<file path="config.mk">
export PLATFORM = sky130hd
export DESIGN_NAME = facade_shading_height_control
export DESIGN_NICKNAME = d
export VERILOG_FILES = /design/src/shade_pkg.sv /design/src/facade_shading_height_control.sv
export SDC_FILE = /design/constraint.sdc
export NUM_CORES = 2
export LEC_CHECK = 0
export BUFFER_PORTS_ARGS = -buffer_cell sky130_fd_sc_hd__clkbuf_2
export CORE_ASPECT_RATIO = 1.25
export CORE_MARGIN = 2
export CORE_UTILIZATION = 40
export CTS_CLUSTER_DIAMETER = 80
export DETAILED_ROUTE_END_ITERATION = 8
export GPL_ROUTABILITY_DRIVEN = 0
export HOLD_SLACK_MARGIN = 0.06
export PLACE_DENSITY = 0.7
export SYNTH_ARGS = -nofsm -noshare
export SYNTH_HDL_FRONTEND = slang
export SYNTH_SLANG_ARGS = --single-unit
export TNS_END_PERCENT = 50
</file>
<file path="constraint.sdc">
create_clock -name pclk -period 7.15 [get_ports pclk]
set_input_delay 1.43 -clock pclk [delete_from_list [all_inputs] [get_ports pclk]]
set_output_delay 1.43 -clock pclk [all_outputs]
set_load 0.005 [all_outputs]
</file>
<file path="src/shade_pkg.sv">
package shade_pkg;
  // Register byte addresses
  localparam logic [11:0] CTRL_OFS    = 12'h000;
  localparam logic [11:0] BRIGHT_OFS  = 12'h004;
  localparam logic [11:0] EXT_LUX_OFS = 12'h008;
  localparam logic [11:0] LON_OFS     = 12'h00c;
  localparam logic [11:0] LAT_OFS     = 12'h010;
  localparam logic [11:0] HGT_OFS     = 12'h014;
  localparam logic [11:0] STATUS_OFS  = 12'h018;
  localparam logic [11:0] FAC_BASE    = 12'h040;
  // Word index inside one 16-byte facade block
  localparam logic [1:0]  FAC_CFG     = 2'h0;
  localparam logic [1:0]  FAC_ANG     = 2'h1;
  localparam logic [1:0]  FAC_STG     = 2'h2;
  localparam logic [1:0]  FAC_PCT     = 2'h3;
  // Field positions
  localparam int          CTRL_EN_BIT  = 0;
  localparam int          CTRL_GPS_BIT = 1;
  localparam int          CTRL_EXT_BIT = 2;
  localparam int          HYST_LSB     = 8;
  localparam int          ST_DIS_LSB   = 8;
  localparam int          ST_BRIGHT    = 16;
  localparam int          ST_TIME      = 17;
  // Scaling, limits and reset values
  localparam logic [19:0] LUX_PER_KLUX = 20'h003e8;
  localparam logic [7:0]  POS_FULL     = 8'h64;
  localparam logic signed [31:0] LON_MAX = 32'sh0000_00b4;
  localparam logic signed [31:0] LAT_MAX = 32'sh0000_005a;
  localparam logic [15:0] HGT_MAX      = 16'h2290;
  localparam logic [15:0] HGT_RST      = 16'h00fa;
  localparam logic [5:0]  KLUX_RST     = 6'h0a;
  localparam logic [4:0]  HYST_RST     = 5'h03;
  localparam logic [8:0]  HALF_TURN    = 9'h0b4;
  localparam logic [8:0]  FULL_TURN    = 9'h168;
  localparam logic [7:0]  OPEN_RST     = 8'h96;

  typedef struct packed {
    logic       shade;
    logic [2:0] stage;
    logic [7:0] pos;
  } height_obj_type;

  typedef struct packed {
    logic signed [31:0] lon;
    logic signed [31:0] lat;
    logic        [15:0] hgt;
  } site_type;

  typedef struct packed {
    logic       end_track;
    logic       begin_zero;
    logic       dis_en;
    logic       dis_pol;
    logic [2:0] stage_en;
    logic       byte_mode;
  } facade_cfg_type;

  typedef struct packed {
    logic [7:0] open;
    logic [8:0] orient;
  } facade_ang_type;

  typedef struct packed {
    logic signed [7:0] elevation_stage_third;
    logic signed [7:0] elevation_stage_second;
    logic signed [7:0] elevation_stage_first;
  } facade_stg_type;
endpackage : shade_pkg

</file>
<file path="src/facade_shading_height_control.sv">
// How it works
// RULE_01: Facade staging runs only while brightness is high and azimuth is in opening.
// RULE_02: Three elevation thresholds per facade, each enabled on its own.
// RULE_03: Bit mode: elevation above an enabled threshold sets that threshold's bit.
// RULE_04: Byte mode: above an enabled threshold, send that threshold's percentage.
// RULE_05: Software sets higher thresholds larger than lower ones.
// RULE_06: Byte mode, active, below first threshold: position is 100 percent.
// RULE_07: Shading end drives all bits to 0 and position to 0 percent.
// RULE_08: Bands map to 100, first, second, third percent; bits set cumulatively.
// RULE_09: Per-facade disable input with configurable polarity.
// RULE_10: Separate behaviours on entering and leaving the disabled state.
// RULE_11: A disabled facade sends nothing.
// RULE_12: After disable ends, sending resumes at next cyclic send or change.
// RULE_13: Tracking end behaviour updates the objects at once.
// RULE_14: Every facade starts enabled after reset.
// RULE_15: Without valid time, all objects go to 0, disabled facades too.
// RULE_16: Nothing runs unless the global shading enable is set.
// RULE_17: With satellite positioning off, configured site coordinates are used.
// RULE_18: Longitude held as four bytes, -180 to +180, east positive.
// RULE_19: Latitude held from -90 to +90, north positive.
// RULE_20: Height held as two bytes, 0 to 8848 metres.
// RULE_21: Basic brightness threshold is internal or an external bus value.
// RULE_22: Internal threshold is the kilolux setting times one thousand.
// RULE_23: Shading drops only below threshold minus hysteresis times one thousand.
// RULE_24: Objects are sent only on value change or cyclic send.
//
// The APB interface to the registers and the address map were decided locally.
`timescale 1ns/1ps
`default_nettype none
module facade_shading_height_control
  import shade_pkg::*;
#(
  parameter int NUM_FACADES = 8,
  parameter int LUX_W       = 20
) (
  // Clock and reset
  input  wire logic                       pclk,
  input  wire logic                       presetn,
  // APB slave
  input  wire logic                       psel,
  input  wire logic                       penable,
  input  wire logic                       pwrite,
  input  wire logic [11:0]                paddr,
  input  wire logic [31:0]                pwdata,
  output logic      [31:0]                prdata,
  output logic                            pready,
  output logic                            pslverr,
  // Sensor and sun values
  input  wire logic [3:0][LUX_W-1:0]      bright_lux,
  input  wire logic [8:0]                 sun_azimuth,
  input  wire logic signed [7:0]          sun_elevation,
  input  wire logic                       time_valid,
  // Satellite site data
  input  wire logic                       gps_fix,
  input  wire site_type                   gps_site,
  // Per-facade bus objects
  input  wire logic [NUM_FACADES-1:0]     disable_wr,
  input  wire logic [NUM_FACADES-1:0]     disable_val,
  input  wire logic [NUM_FACADES-1:0]     cyclic_due,
  // Outputs toward actuators, and the site in use
  output height_obj_type [NUM_FACADES-1:0] height_obj,
  output logic      [NUM_FACADES-1:0]     height_send,
  output site_type                        site
);

  logic                             ctrl_en, ctrl_gps, ctrl_ext;
  logic [5:0]                       klux;
  logic [4:0]                       hyst;
  logic [LUX_W-1:0]                 ext_lux;
  site_type                         cfg_site;
  facade_cfg_type [NUM_FACADES-1:0] fcfg;
  facade_ang_type [NUM_FACADES-1:0] fang;
  facade_stg_type [NUM_FACADES-1:0] fstg;
  logic [NUM_FACADES-1:0][23:0]     fpct;
  logic                             next_ctrl_en, next_ctrl_gps, next_ctrl_ext;
  logic [5:0]                       next_klux;
  logic [4:0]                       next_hyst;
  logic [LUX_W-1:0]                 next_ext_lux;
  site_type                         next_cfg_site;
  facade_cfg_type [NUM_FACADES-1:0] next_fcfg;
  facade_ang_type [NUM_FACADES-1:0] next_fang;
  facade_stg_type [NUM_FACADES-1:0] next_fstg;
  logic [NUM_FACADES-1:0][23:0]     next_fpct;
  logic [31:0]                      next_prdata;
  logic [NUM_FACADES-1:0]           active, dis;
  logic                             bright_on, next_bright_on;
  logic                             hit, fac_hit;
  logic [3:0]                       fsel;

  // Address decode; facade blocks follow the global words
  always_comb begin
    fsel    = 4'(paddr[7:4] - FAC_BASE[7:4]);
    fac_hit = (paddr[11:8] == 4'h0) && (paddr[7:4] >= FAC_BASE[7:4])
              && (int'(fsel) < NUM_FACADES) && (paddr[1:0] == 2'b00);
    hit     = fac_hit || (paddr inside {CTRL_OFS, BRIGHT_OFS, EXT_LUX_OFS,
                                        LON_OFS, LAT_OFS, HGT_OFS, STATUS_OFS});
  end

  // Zero wait states; unmapped addresses answer with an error
  assign pready  = 1'b1;
  assign pslverr = psel && penable && !hit;

  // Register writes, taken in the access phase
  always_comb begin
    next_ctrl_en  = ctrl_en;
    next_ctrl_gps = ctrl_gps;
    next_ctrl_ext = ctrl_ext;
    next_klux     = klux;
    next_hyst     = hyst;
    next_ext_lux  = ext_lux;
    next_cfg_site = cfg_site;
    next_fcfg     = fcfg;
    next_fang     = fang;
    next_fstg     = fstg;
    next_fpct     = fpct;
    if (psel && penable && pwrite && hit) begin
      if (fac_hit) begin
        unique case (paddr[3:2])
          FAC_CFG: next_fcfg[fsel[2:0]] = pwdata[7:0];
          FAC_ANG: next_fang[fsel[2:0]] = {pwdata[23:16], pwdata[8:0]};
          FAC_STG: next_fstg[fsel[2:0]] = pwdata[23:0]; // RULE_05
          FAC_PCT: next_fpct[fsel[2:0]] = pwdata[23:0];
        endcase
      end else begin
        unique case (paddr)
          CTRL_OFS: begin
            next_ctrl_en  = pwdata[CTRL_EN_BIT];
            next_ctrl_gps = pwdata[CTRL_GPS_BIT];
            next_ctrl_ext = pwdata[CTRL_EXT_BIT];
          end
          BRIGHT_OFS: begin
            next_klux = pwdata[5:0];
            next_hyst = pwdata[HYST_LSB+:5];
          end
          EXT_LUX_OFS: next_ext_lux = pwdata[LUX_W-1:0]; // RULE_21
          // Out-of-range coordinates are dropped, old value kept
          LON_OFS: if ($signed(pwdata) <= LON_MAX && $signed(pwdata) >= -LON_MAX)
            next_cfg_site.lon = pwdata; // RULE_18
          LAT_OFS: if ($signed(pwdata) <= LAT_MAX && $signed(pwdata) >= -LAT_MAX)
            next_cfg_site.lat = pwdata; // RULE_19
          HGT_OFS: if (pwdata[31:16] == 16'h0000 && pwdata[15:0] <= HGT_MAX)
            next_cfg_site.hgt = pwdata[15:0]; // RULE_20
          default: ;
        endcase
      end
    end
  end

  // Read data latched in the setup phase, so it stands through access
  always_comb begin
    next_prdata = prdata;
    if (psel && !penable) begin
      next_prdata = 32'h0000_0000;
      if (fac_hit) begin
        unique case (paddr[3:2])
          FAC_CFG: next_prdata = {24'h000000, fcfg[fsel[2:0]]};
          FAC_ANG: next_prdata = {8'h00, fang[fsel[2:0]].open, 7'h00,
                                  fang[fsel[2:0]].orient};
          FAC_STG: next_prdata = {8'h00, fstg[fsel[2:0]]};
          FAC_PCT: next_prdata = {8'h00, fpct[fsel[2:0]]};
        endcase
      end else begin
        unique case (paddr)
          CTRL_OFS:    next_prdata = {29'h0, ctrl_ext, ctrl_gps, ctrl_en};
          BRIGHT_OFS:  next_prdata = {19'h0, hyst, 2'h0, klux};
          EXT_LUX_OFS: next_prdata = 32'(ext_lux);
          LON_OFS:     next_prdata = cfg_site.lon;
          LAT_OFS:     next_prdata = cfg_site.lat;
          HGT_OFS:     next_prdata = {16'h0000, cfg_site.hgt};
          STATUS_OFS: begin
            next_prdata[NUM_FACADES-1:0]          = active;
            next_prdata[ST_DIS_LSB+:NUM_FACADES]  = dis;
            next_prdata[ST_BRIGHT]                = bright_on;
            next_prdata[ST_TIME]                  = time_valid;
          end
          default: ;
        endcase
      end
    end
  end

  // Configuration registers
  always_ff @(posedge pclk or negedge presetn) begin
    if (!presetn) begin
      ctrl_en      <= 1'b0;
      ctrl_gps     <= 1'b0;
      ctrl_ext     <= 1'b0;
      klux         <= KLUX_RST;
      hyst         <= HYST_RST;
      ext_lux      <= '0;
      cfg_site     <= '{lon: 32'sh0, lat: 32'sh0, hgt: HGT_RST};
      fcfg         <= '0;
      fang         <= '0;
      fstg         <= '0;
      fpct         <= '0;
      prdata       <= 32'h0000_0000;
    end else begin
      ctrl_en      <= next_ctrl_en;
      ctrl_gps     <= next_ctrl_gps;
      ctrl_ext     <= next_ctrl_ext;
      klux         <= next_klux;
      hyst         <= next_hyst;
      ext_lux      <= next_ext_lux;
      cfg_site     <= next_cfg_site;
      fcfg         <= next_fcfg;
      fang         <= next_fang;
      fstg         <= next_fstg;
      fpct         <= next_fpct;
      prdata       <= next_prdata;
    end
  end

  // Manual site is used unless satellite positioning is on and a live fix exists
  assign site = (ctrl_gps && gps_fix) ? gps_site : cfg_site; // RULE_17

  // Basic brightness with hysteresis; any of the four sensors may start it
  logic [LUX_W-1:0] thr_lux, hyst_lux, off_lux;
  logic             any_above, all_below;
  always_comb begin
    thr_lux  = ctrl_ext ? ext_lux
                        : LUX_W'(LUX_PER_KLUX * {14'h0, klux}); // RULE_21 RULE_22
    hyst_lux = LUX_W'(LUX_PER_KLUX * {15'h0, hyst}); // RULE_23
    off_lux  = (thr_lux > hyst_lux) ? LUX_W'(thr_lux - hyst_lux) : '0;
    any_above = 1'b0;
    all_below = 1'b1;
    for (int s = 0; s < 4; s++) begin
      if (bright_lux[s] > thr_lux) any_above = 1'b1;
      if (bright_lux[s] >= off_lux) all_below = 1'b0;
    end
    next_bright_on = bright_on;
    if (!ctrl_en) next_bright_on = 1'b0; // RULE_16
    else if (any_above) next_bright_on = 1'b1;
    else if (all_below) next_bright_on = 1'b0; // RULE_23
  end

  always_ff @(posedge pclk or negedge presetn) begin
    if (!presetn) bright_on <= 1'b0;
    else bright_on <= next_bright_on;
  end

  // One staging and send path per facade
  for (genvar f = 0; f < NUM_FACADES; f++) begin : g_fac
    logic [8:0]     adiff, afold;
    logic           in_open, next_dis, next_send, dis_rise, dis_fall;
    logic           stale, next_stale; // Held object lags the live value
    logic [2:0]     above;
    height_obj_type want, next_obj, want_q;

    // Sun inside the opening angle, folded around the facade normal
    always_comb begin
      adiff   = (sun_azimuth >= fang[f].orient) ? 9'(sun_azimuth - fang[f].orient)
                                                : 9'(fang[f].orient - sun_azimuth);
      afold   = (adiff > HALF_TURN) ? 9'(FULL_TURN - adiff) : adiff;
      in_open = (fang[f].open != 8'h00) && ({afold, 1'b0} <= {2'b00, fang[f].open});
      active[f] = ctrl_en && time_valid && bright_on && in_open; // RULE_01
    end

    // Stage bits follow each enabled threshold, cumulative when thresholds rise; byte value is the highest stage reached
    always_comb begin
      above[0] = fcfg[f].stage_en[0] && (sun_elevation > fstg[f].elevation_stage_first);
      above[1] = fcfg[f].stage_en[1] && (sun_elevation > fstg[f].elevation_stage_second);
      above[2] = fcfg[f].stage_en[2] && (sun_elevation > fstg[f].elevation_stage_third);
      want = '0; // RULE_07
      if (active[f]) begin
        want.shade = 1'b1;
        if (fcfg[f].byte_mode) begin
          want.pos = POS_FULL; // RULE_06
          for (int k = 0; k < 3; k++)
            if (above[k]) want.pos = fpct[f][8*k+:8]; // RULE_04 RULE_08
        end else begin
          want.stage = above; // RULE_02 RULE_03 RULE_08
        end
      end
    end

    // Disable moves on a written telegram and clears while dis_en is off; reset leaves it clear
    always_comb begin
      next_dis = dis[f];
      if (!fcfg[f].dis_en) next_dis = 1'b0;
      else if (disable_wr[f]) next_dis = (disable_val[f] == fcfg[f].dis_pol); // RULE_09
      dis_rise = next_dis && !dis[f];
      dis_fall = !next_dis && dis[f];
    end

    // Send decision; lost time wins over everything but global enable off, disable included
    always_comb begin
      next_send  = 1'b0;
      next_obj   = height_obj[f];
      next_stale = stale;
      if (!ctrl_en) begin
        next_obj   = '0; // RULE_16
        next_stale = 1'b0;
      end else if (!time_valid) begin
        next_obj   = '0;
        next_send  = (height_obj[f] != '0); // RULE_15
        next_stale = 1'b0;
      end else if (dis_rise) begin
        // Zeros go out once, and only if the actuator is not at zero already
        if (fcfg[f].begin_zero) begin
          next_obj  = '0; // RULE_10
          next_send = (height_obj[f] != '0);
        end
      end else if (dis_fall) begin
        // Untracked end leaves the held object stale until the next event
        next_send  = fcfg[f].end_track || cyclic_due[f]; // RULE_10 RULE_13
        next_stale = !next_send;
        if (next_send) next_obj = want;
      end else if (!dis[f] && stale) begin
        // A fresh change, a cyclic tick or shading end brings it back in step
        next_send  = (want != want_q && want != height_obj[f]) || cyclic_due[f]
                     || (!active[f] && height_obj[f] != '0); // RULE_07 RULE_12
        next_stale = !next_send && (want != height_obj[f]);
        if (next_send) next_obj = want;
      end else if (!dis[f]) begin
        next_send = (want != height_obj[f]) || cyclic_due[f]; // RULE_24
        if (next_send) next_obj = want;
      end
      // else disabled: hold and stay silent  RULE_11
    end

    always_ff @(posedge pclk or negedge presetn) begin
      if (!presetn) begin
        dis[f]         <= 1'b0; // RULE_14
        height_obj[f]  <= '0;
        height_send[f] <= 1'b0;
        stale          <= 1'b0;
        want_q         <= '0;
      end else begin
        dis[f]         <= next_dis;
        height_obj[f]  <= next_obj;
        height_send[f] <= next_send;
        stale          <= next_stale;
        want_q         <= want;
      end
    end

    // Disabled and time valid: no send, object frozen
    AST_DIS_SILENT: assert property (@(posedge pclk) disable iff (!presetn)
      dis[f] && $past(dis[f]) && $past(time_valid) && $past(ctrl_en)
      |-> !height_send[f] && $stable(height_obj[f]))
      else $error("disabled facade sent"); // RULE_11
    // Without tracking, the end of disabling alone sends nothing
    AST_END_WAIT: assert property (@(posedge pclk) disable iff (!presetn)
      ctrl_en && time_valid && dis_fall && !fcfg[f].end_track && !cyclic_due[f]
      |=> !height_send[f])
      else $error("untracked disable end sent"); // RULE_12
    // Lost time drives the object to zero on the next edge
    AST_TIME_ZERO: assert property (@(posedge pclk) disable iff (!presetn)
      ctrl_en && !time_valid |=> height_obj[f] == '0)
      else $error("object not cleared without time"); // RULE_15
    // Byte mode below first stage sends full height
    AST_BELOW_FULL: assert property (@(posedge pclk) disable iff (!presetn)
      active[f] && fcfg[f].byte_mode && above == 3'b000 && !dis[f] && !dis_rise
      |=> height_obj[f].pos == POS_FULL)
      else $error("position not full below first stage"); // RULE_06
    // Inactive facade, enabled, ends at all zero
    AST_END_ZERO: assert property (@(posedge pclk) disable iff (!presetn)
      !active[f] && !dis[f] && !next_dis ##1 !active[f] && !dis[f] |-> height_obj[f] == '0)
      else $error("objects not zero after shading end"); // RULE_07
    // Tracking end sends immediately
    AST_TRACK: assert property (@(posedge pclk) disable iff (!presetn)
      ctrl_en && time_valid && dis_fall && fcfg[f].end_track |=> height_send[f])
      else $error("tracking end did not send"); // RULE_13
    // A send without a cyclic tick, other than at a disable end, carries a changed value
    AST_NO_REPEAT: assert property (@(posedge pclk) disable iff (!presetn)
      height_send[f] && !$past(cyclic_due[f]) && !$past(dis[f]) && $past(time_valid)
      |-> height_obj[f] != $past(height_obj[f]))
      else $error("identical object resent"); // RULE_24
    // Bit mode, all stages enabled: third stage bit never set without the second
    AST_CUMUL: assert property (@(posedge pclk) disable iff (!presetn)
      fcfg[f].stage_en == 3'b111 && !fcfg[f].byte_mode
      |-> !(height_obj[f].stage[2] && !height_obj[f].stage[1])
          || $past(fcfg[f].stage_en) != 3'b111)
      else $error("stage bits not cumulative"); // RULE_08
  end

  // Configured site coordinates never leave their ranges
  AST_SITE_RANGE: assert property (@(posedge pclk) disable iff (!presetn)
    cfg_site.lon <= LON_MAX && cfg_site.lon >= -LON_MAX && cfg_site.hgt <= HGT_MAX
    && cfg_site.lat <= LAT_MAX && cfg_site.lat >= -LAT_MAX)
    else $error("site value out of range"); // RULE_18
  // Brightness above threshold switches shading on next edge
  AST_BRIGHT_ON: assert property (@(posedge pclk) disable iff (!presetn)
    ctrl_en && any_above |=> bright_on)
    else $error("brightness did not start shading"); // RULE_01
  // Global enable off keeps every facade silent and brightness off
  AST_GLOBAL_OFF: assert property (@(posedge pclk) disable iff (!presetn)
    !ctrl_en |=> height_send == '0 && !bright_on)
    else $error("disabled function acted"); // RULE_16

endmodule : facade_shading_height_control
`default_nettype wire

</file>
==> results.toml <==
[run_status]
status = "finished, violations left"
violations = "setup timing"

[timing]
fin_worst_skew_ns = 0.0498
setup_viol = 1
rsz0062_at_grt = "true"
slew_viol_final = 0
tightest_slew_ns = 1.18
slew_headroom_pct = 21.3
min_period_ns = 7.29
fin_ws_ns = -0.140
post-route-period-util_pct = 102
hold_viol_final = 0
whs_ns = 0.480
fmax_mhz = 137

[power]
p_sw_share_pct = 27.7
switching_power_uw = 3620
pwr-share-seq_pct = 41.1
p_total_uw = 13100
pwr-share-clk_pct = 45.2
vdd_drop_max_uv = 188
p_per_area_nw_per_um2 = 153
p_int_uw = 9440
power_leakage_uw = 0.0408
pwr-share-comb_pct = 13.6

[synth]
syn-mean-instance-area_um2 = 9.34
yosysMostFrequentCell = "dfrtp_1"
ys_top_cells_by_area = "dfrtp_1 34%, ha_1 11%, mux2_2 6.2%"
syn_inst = 7435
ys_ff_latch = 947
synthArstFlopShare_pct = 100
netlist_area_um2 = 69400
synth_top_cells_by_count = "937 x dfrtp_1, 797 x nand2_1, 651 x o21ai_0"
yosys.area.top_type = "dfrtp_1"
seq_area_frac_synth_pct = 34.1
synth.distinct_cells = 105
yosys.area.top_type_share_pct = 33.8
synthesis.nets = 8361
ys_warn_count = 0
synthFlopType = "dfrtp_1"
synth_edf_count = 0

[worst_setup_path]
setup.worst_path.end_class = "flop"
arrival_ns = 7.93
startpoint = "klux[1]$_DFFE_PN1P_"
cp-start-kind = "flop"
r2r-start = "klux[1]$_DFFE_PN1P_"
reg2reg_slack_ns = -0.14
crit_end = "bright_on$_DFFE_PN0P_"
cp_slowest_cell = "dfstp_2"
worst_r2r_path_depth = 40
critPathKind = "flop to flop"
path_common_cell = "a21o_1"
critPathMaxFanout = 4
timing.rr.end = "bright_on$_DFFE_PN0P_"
critPathMaxStageDelay_ns = 0.54
critPathRequiredTime_ns = 7.79

[drt]
dr.first_iter.drc_count = 8210
post_drt_wl_per_cell_um = 27.7
routed_wl_um = 299000
viasPerCell = 6.36
antenna_left = 0
dr.pass1.iters = 8
vias = 68800
route.detailed.drc = 0

[floorplan]
start_util_pct = 40.4
io-pin-count = 470
die_y_um = 470
rows = 170
coreArea_um2 = 172000
dieWidth_um = 377
die_area_um2 = 177000

[layout]
seq_area_um2 = 23700
drive_above_1_share_pct = 28.2
final_cells = 10800
finalNetCount = 9385
fillerInstances = 15400
area.growth.synth_to_final_pct = 22.9
multi_input_area_um2 = 44100
design_area_um2 = 85300

[clock_network]
cts_tree = "done"
insertion_delay_ns = 0.78
cts_root_buf = "clkbuf_16"
cts_htree_levels = 3
cts_sinks = 947
ctsHoldBuffers = 0
path_clk_slew_ns = 0.07
numCtsBuffers = 106
cts_buffer_depth = 3

[run]
cap_violations = 0

[global_routing]
grt_max_degree = 161
grt_antenna_before_repair = 43
grt_first_pass_wirelength_um = 435000
grt_pass1_vias = 67100
grt_usage_pct = 32.7
grt_overflow_total = 0

[placement]
io_buffer_count = 468
dp_cells = 10500
hpwl_um = 226000
dp_slack_ns = -1.38
placed_cell_area_um2 = 79500

[hold_path]
min_path_type = "flop to flop"
## power by group through the flow
stage	clock, uW	sequential (uW)	combinational [uW]
3_5_place_dp	0	5470	1630
5_1_grt	6120	5370	1870
4_1_cts	5910	5370	1650
2_1_floorplan	0	5470	774
3_3_place_gp	0	5470	1590
6_report	5910	5370	1780
## cells by family (layout without fill, tap and decap cells)
logic type               after synthesis  in the layout  share of synthesized area (%)
other                                  1             35                        0.00540
AO/OA/AOI/OAI                       1983           1986                           18.7
AND/OR/NAND/NOR                     2128           2128                           14.9
XOR/XNOR                             140            140                           1.77
flip-flops                           947            947                           34.1
multiplexers                         618            618                           12.7
adder cells (fa/ha/maj)              674            674                           12.6
buffers and inverters                944           2054                           5.19
## state kept, by name (all words and copies together), names as in the netlist, 5 cells and up
name,count
fcfg,64
g_fac.stale,8
fpct,192
hyst,5
klux,6
dis,8
height_obj,96
ext_lux,20
fang,136
g_fac.want_q,96
cfg_site,80
fstg,192
prdata,32
height_send,8
## through the flow
stage / TNS, ns / util (%)
finish: -0.140 / 49.6
detailed placement: -94.85 / 46.2
floorplan: -20.98 / -
CTS: -0.103 / 48.6
global placement: -78.08 / 46.2
global route: -8.29 / 49.6
## cell usage in the layout, fill, tap and decap left out, types with 113 or more instances in the layout
cell and count:
dfrtp_1 937, nand2_1 782, buf_4 767, o21ai_0 609, ha_1 595, inv_1 561, clkbuf_2 464, mux2_2 383
nor2_1 370, a21oi_1 292, mux4_2 171, a21o_1 134, nand4_1 122, nand3_1 113
## cell type report
| cell class | instances | area share, % |
|---|---|---|
| antenna | 34 | 0.0997 |
| sequential | 947 | 27.8 |
| inverter | 579 | 2.56 |
| clock inverter | 44 | 0.673 |
| tap | 2236 | 3.28 |
| timing repair buffer | 1278 | 10.3 |
| clock buffer | 153 | 3.66 |
| multi-input combinational | 5547 | 51.6 |
## worst min path at each step
| stage | startpoint | to | slack [ns] | depth (start not counted) |
|---|---|---|---|---|
| 6_report | prdata[3]$_DFFE_PN0P_ | prdata[3]$_DFFE_PN0P_ | 0.48 | 2 |
| 4_1_cts | prdata[10]$_DFFE_PN0P_ | prdata[10]$_DFFE_PN0P_ | 0.49 | 2 |
| 3_3_place_gp | prdata[10]$_DFFE_PN0P_ | prdata[10]$_DFFE_PN0P_ | 0.46 | 2 |
| 5_1_grt | prdata[9]$_DFFE_PN0P_ | prdata[9]$_DFFE_PN0P_ | 0.52 | 2 |
| 2_1_floorplan | cfg_site[53]$_DFFE_PN0P_ | cfg_site[53]$_DFFE_PN0P_ | 0.45 | 2 |
| 3_5_place_dp | prdata[10]$_DFFE_PN0P_ | prdata[10]$_DFFE_PN0P_ | 0.47 | 2 |
## routing by layer
layer	share of wire, %	wire, um	global-route usage [%]	vias up
li1	-	-	-	29300
met1	35	103000	37.4	33400
met2	43	130000	49.8	4627
met3	12	34900	10.0	1418
met4	10	30900	27.5	20
met5	0.044	133	0	-
## worst max-delay path: cells and delay by family (launching register included)
kind                       cells  cell delay, ns
adders and majority gates      6            2.23
DFF                            1            0.54
xor gates and xnor gates       1            0.21
and+or+nand+nor               10            1.40
buffers and inverters          7            0.57
AOI/OAI and AO/OA             16            2.16
## repair_timing
| action | 4_1_cts | 5_1_grt |
|---|---|---|
| hold endpoints to repair | 0 | 0 |
| resized for setup | 88 | 259 |
| pin swaps | 64 | 99 |
| setup endpoints to repair | 67 | 116 |
| cloned | 2 | 3 |
| setup buffers | 17 | 34 |
Note: power is estimated with default switching activity, not from simulation.
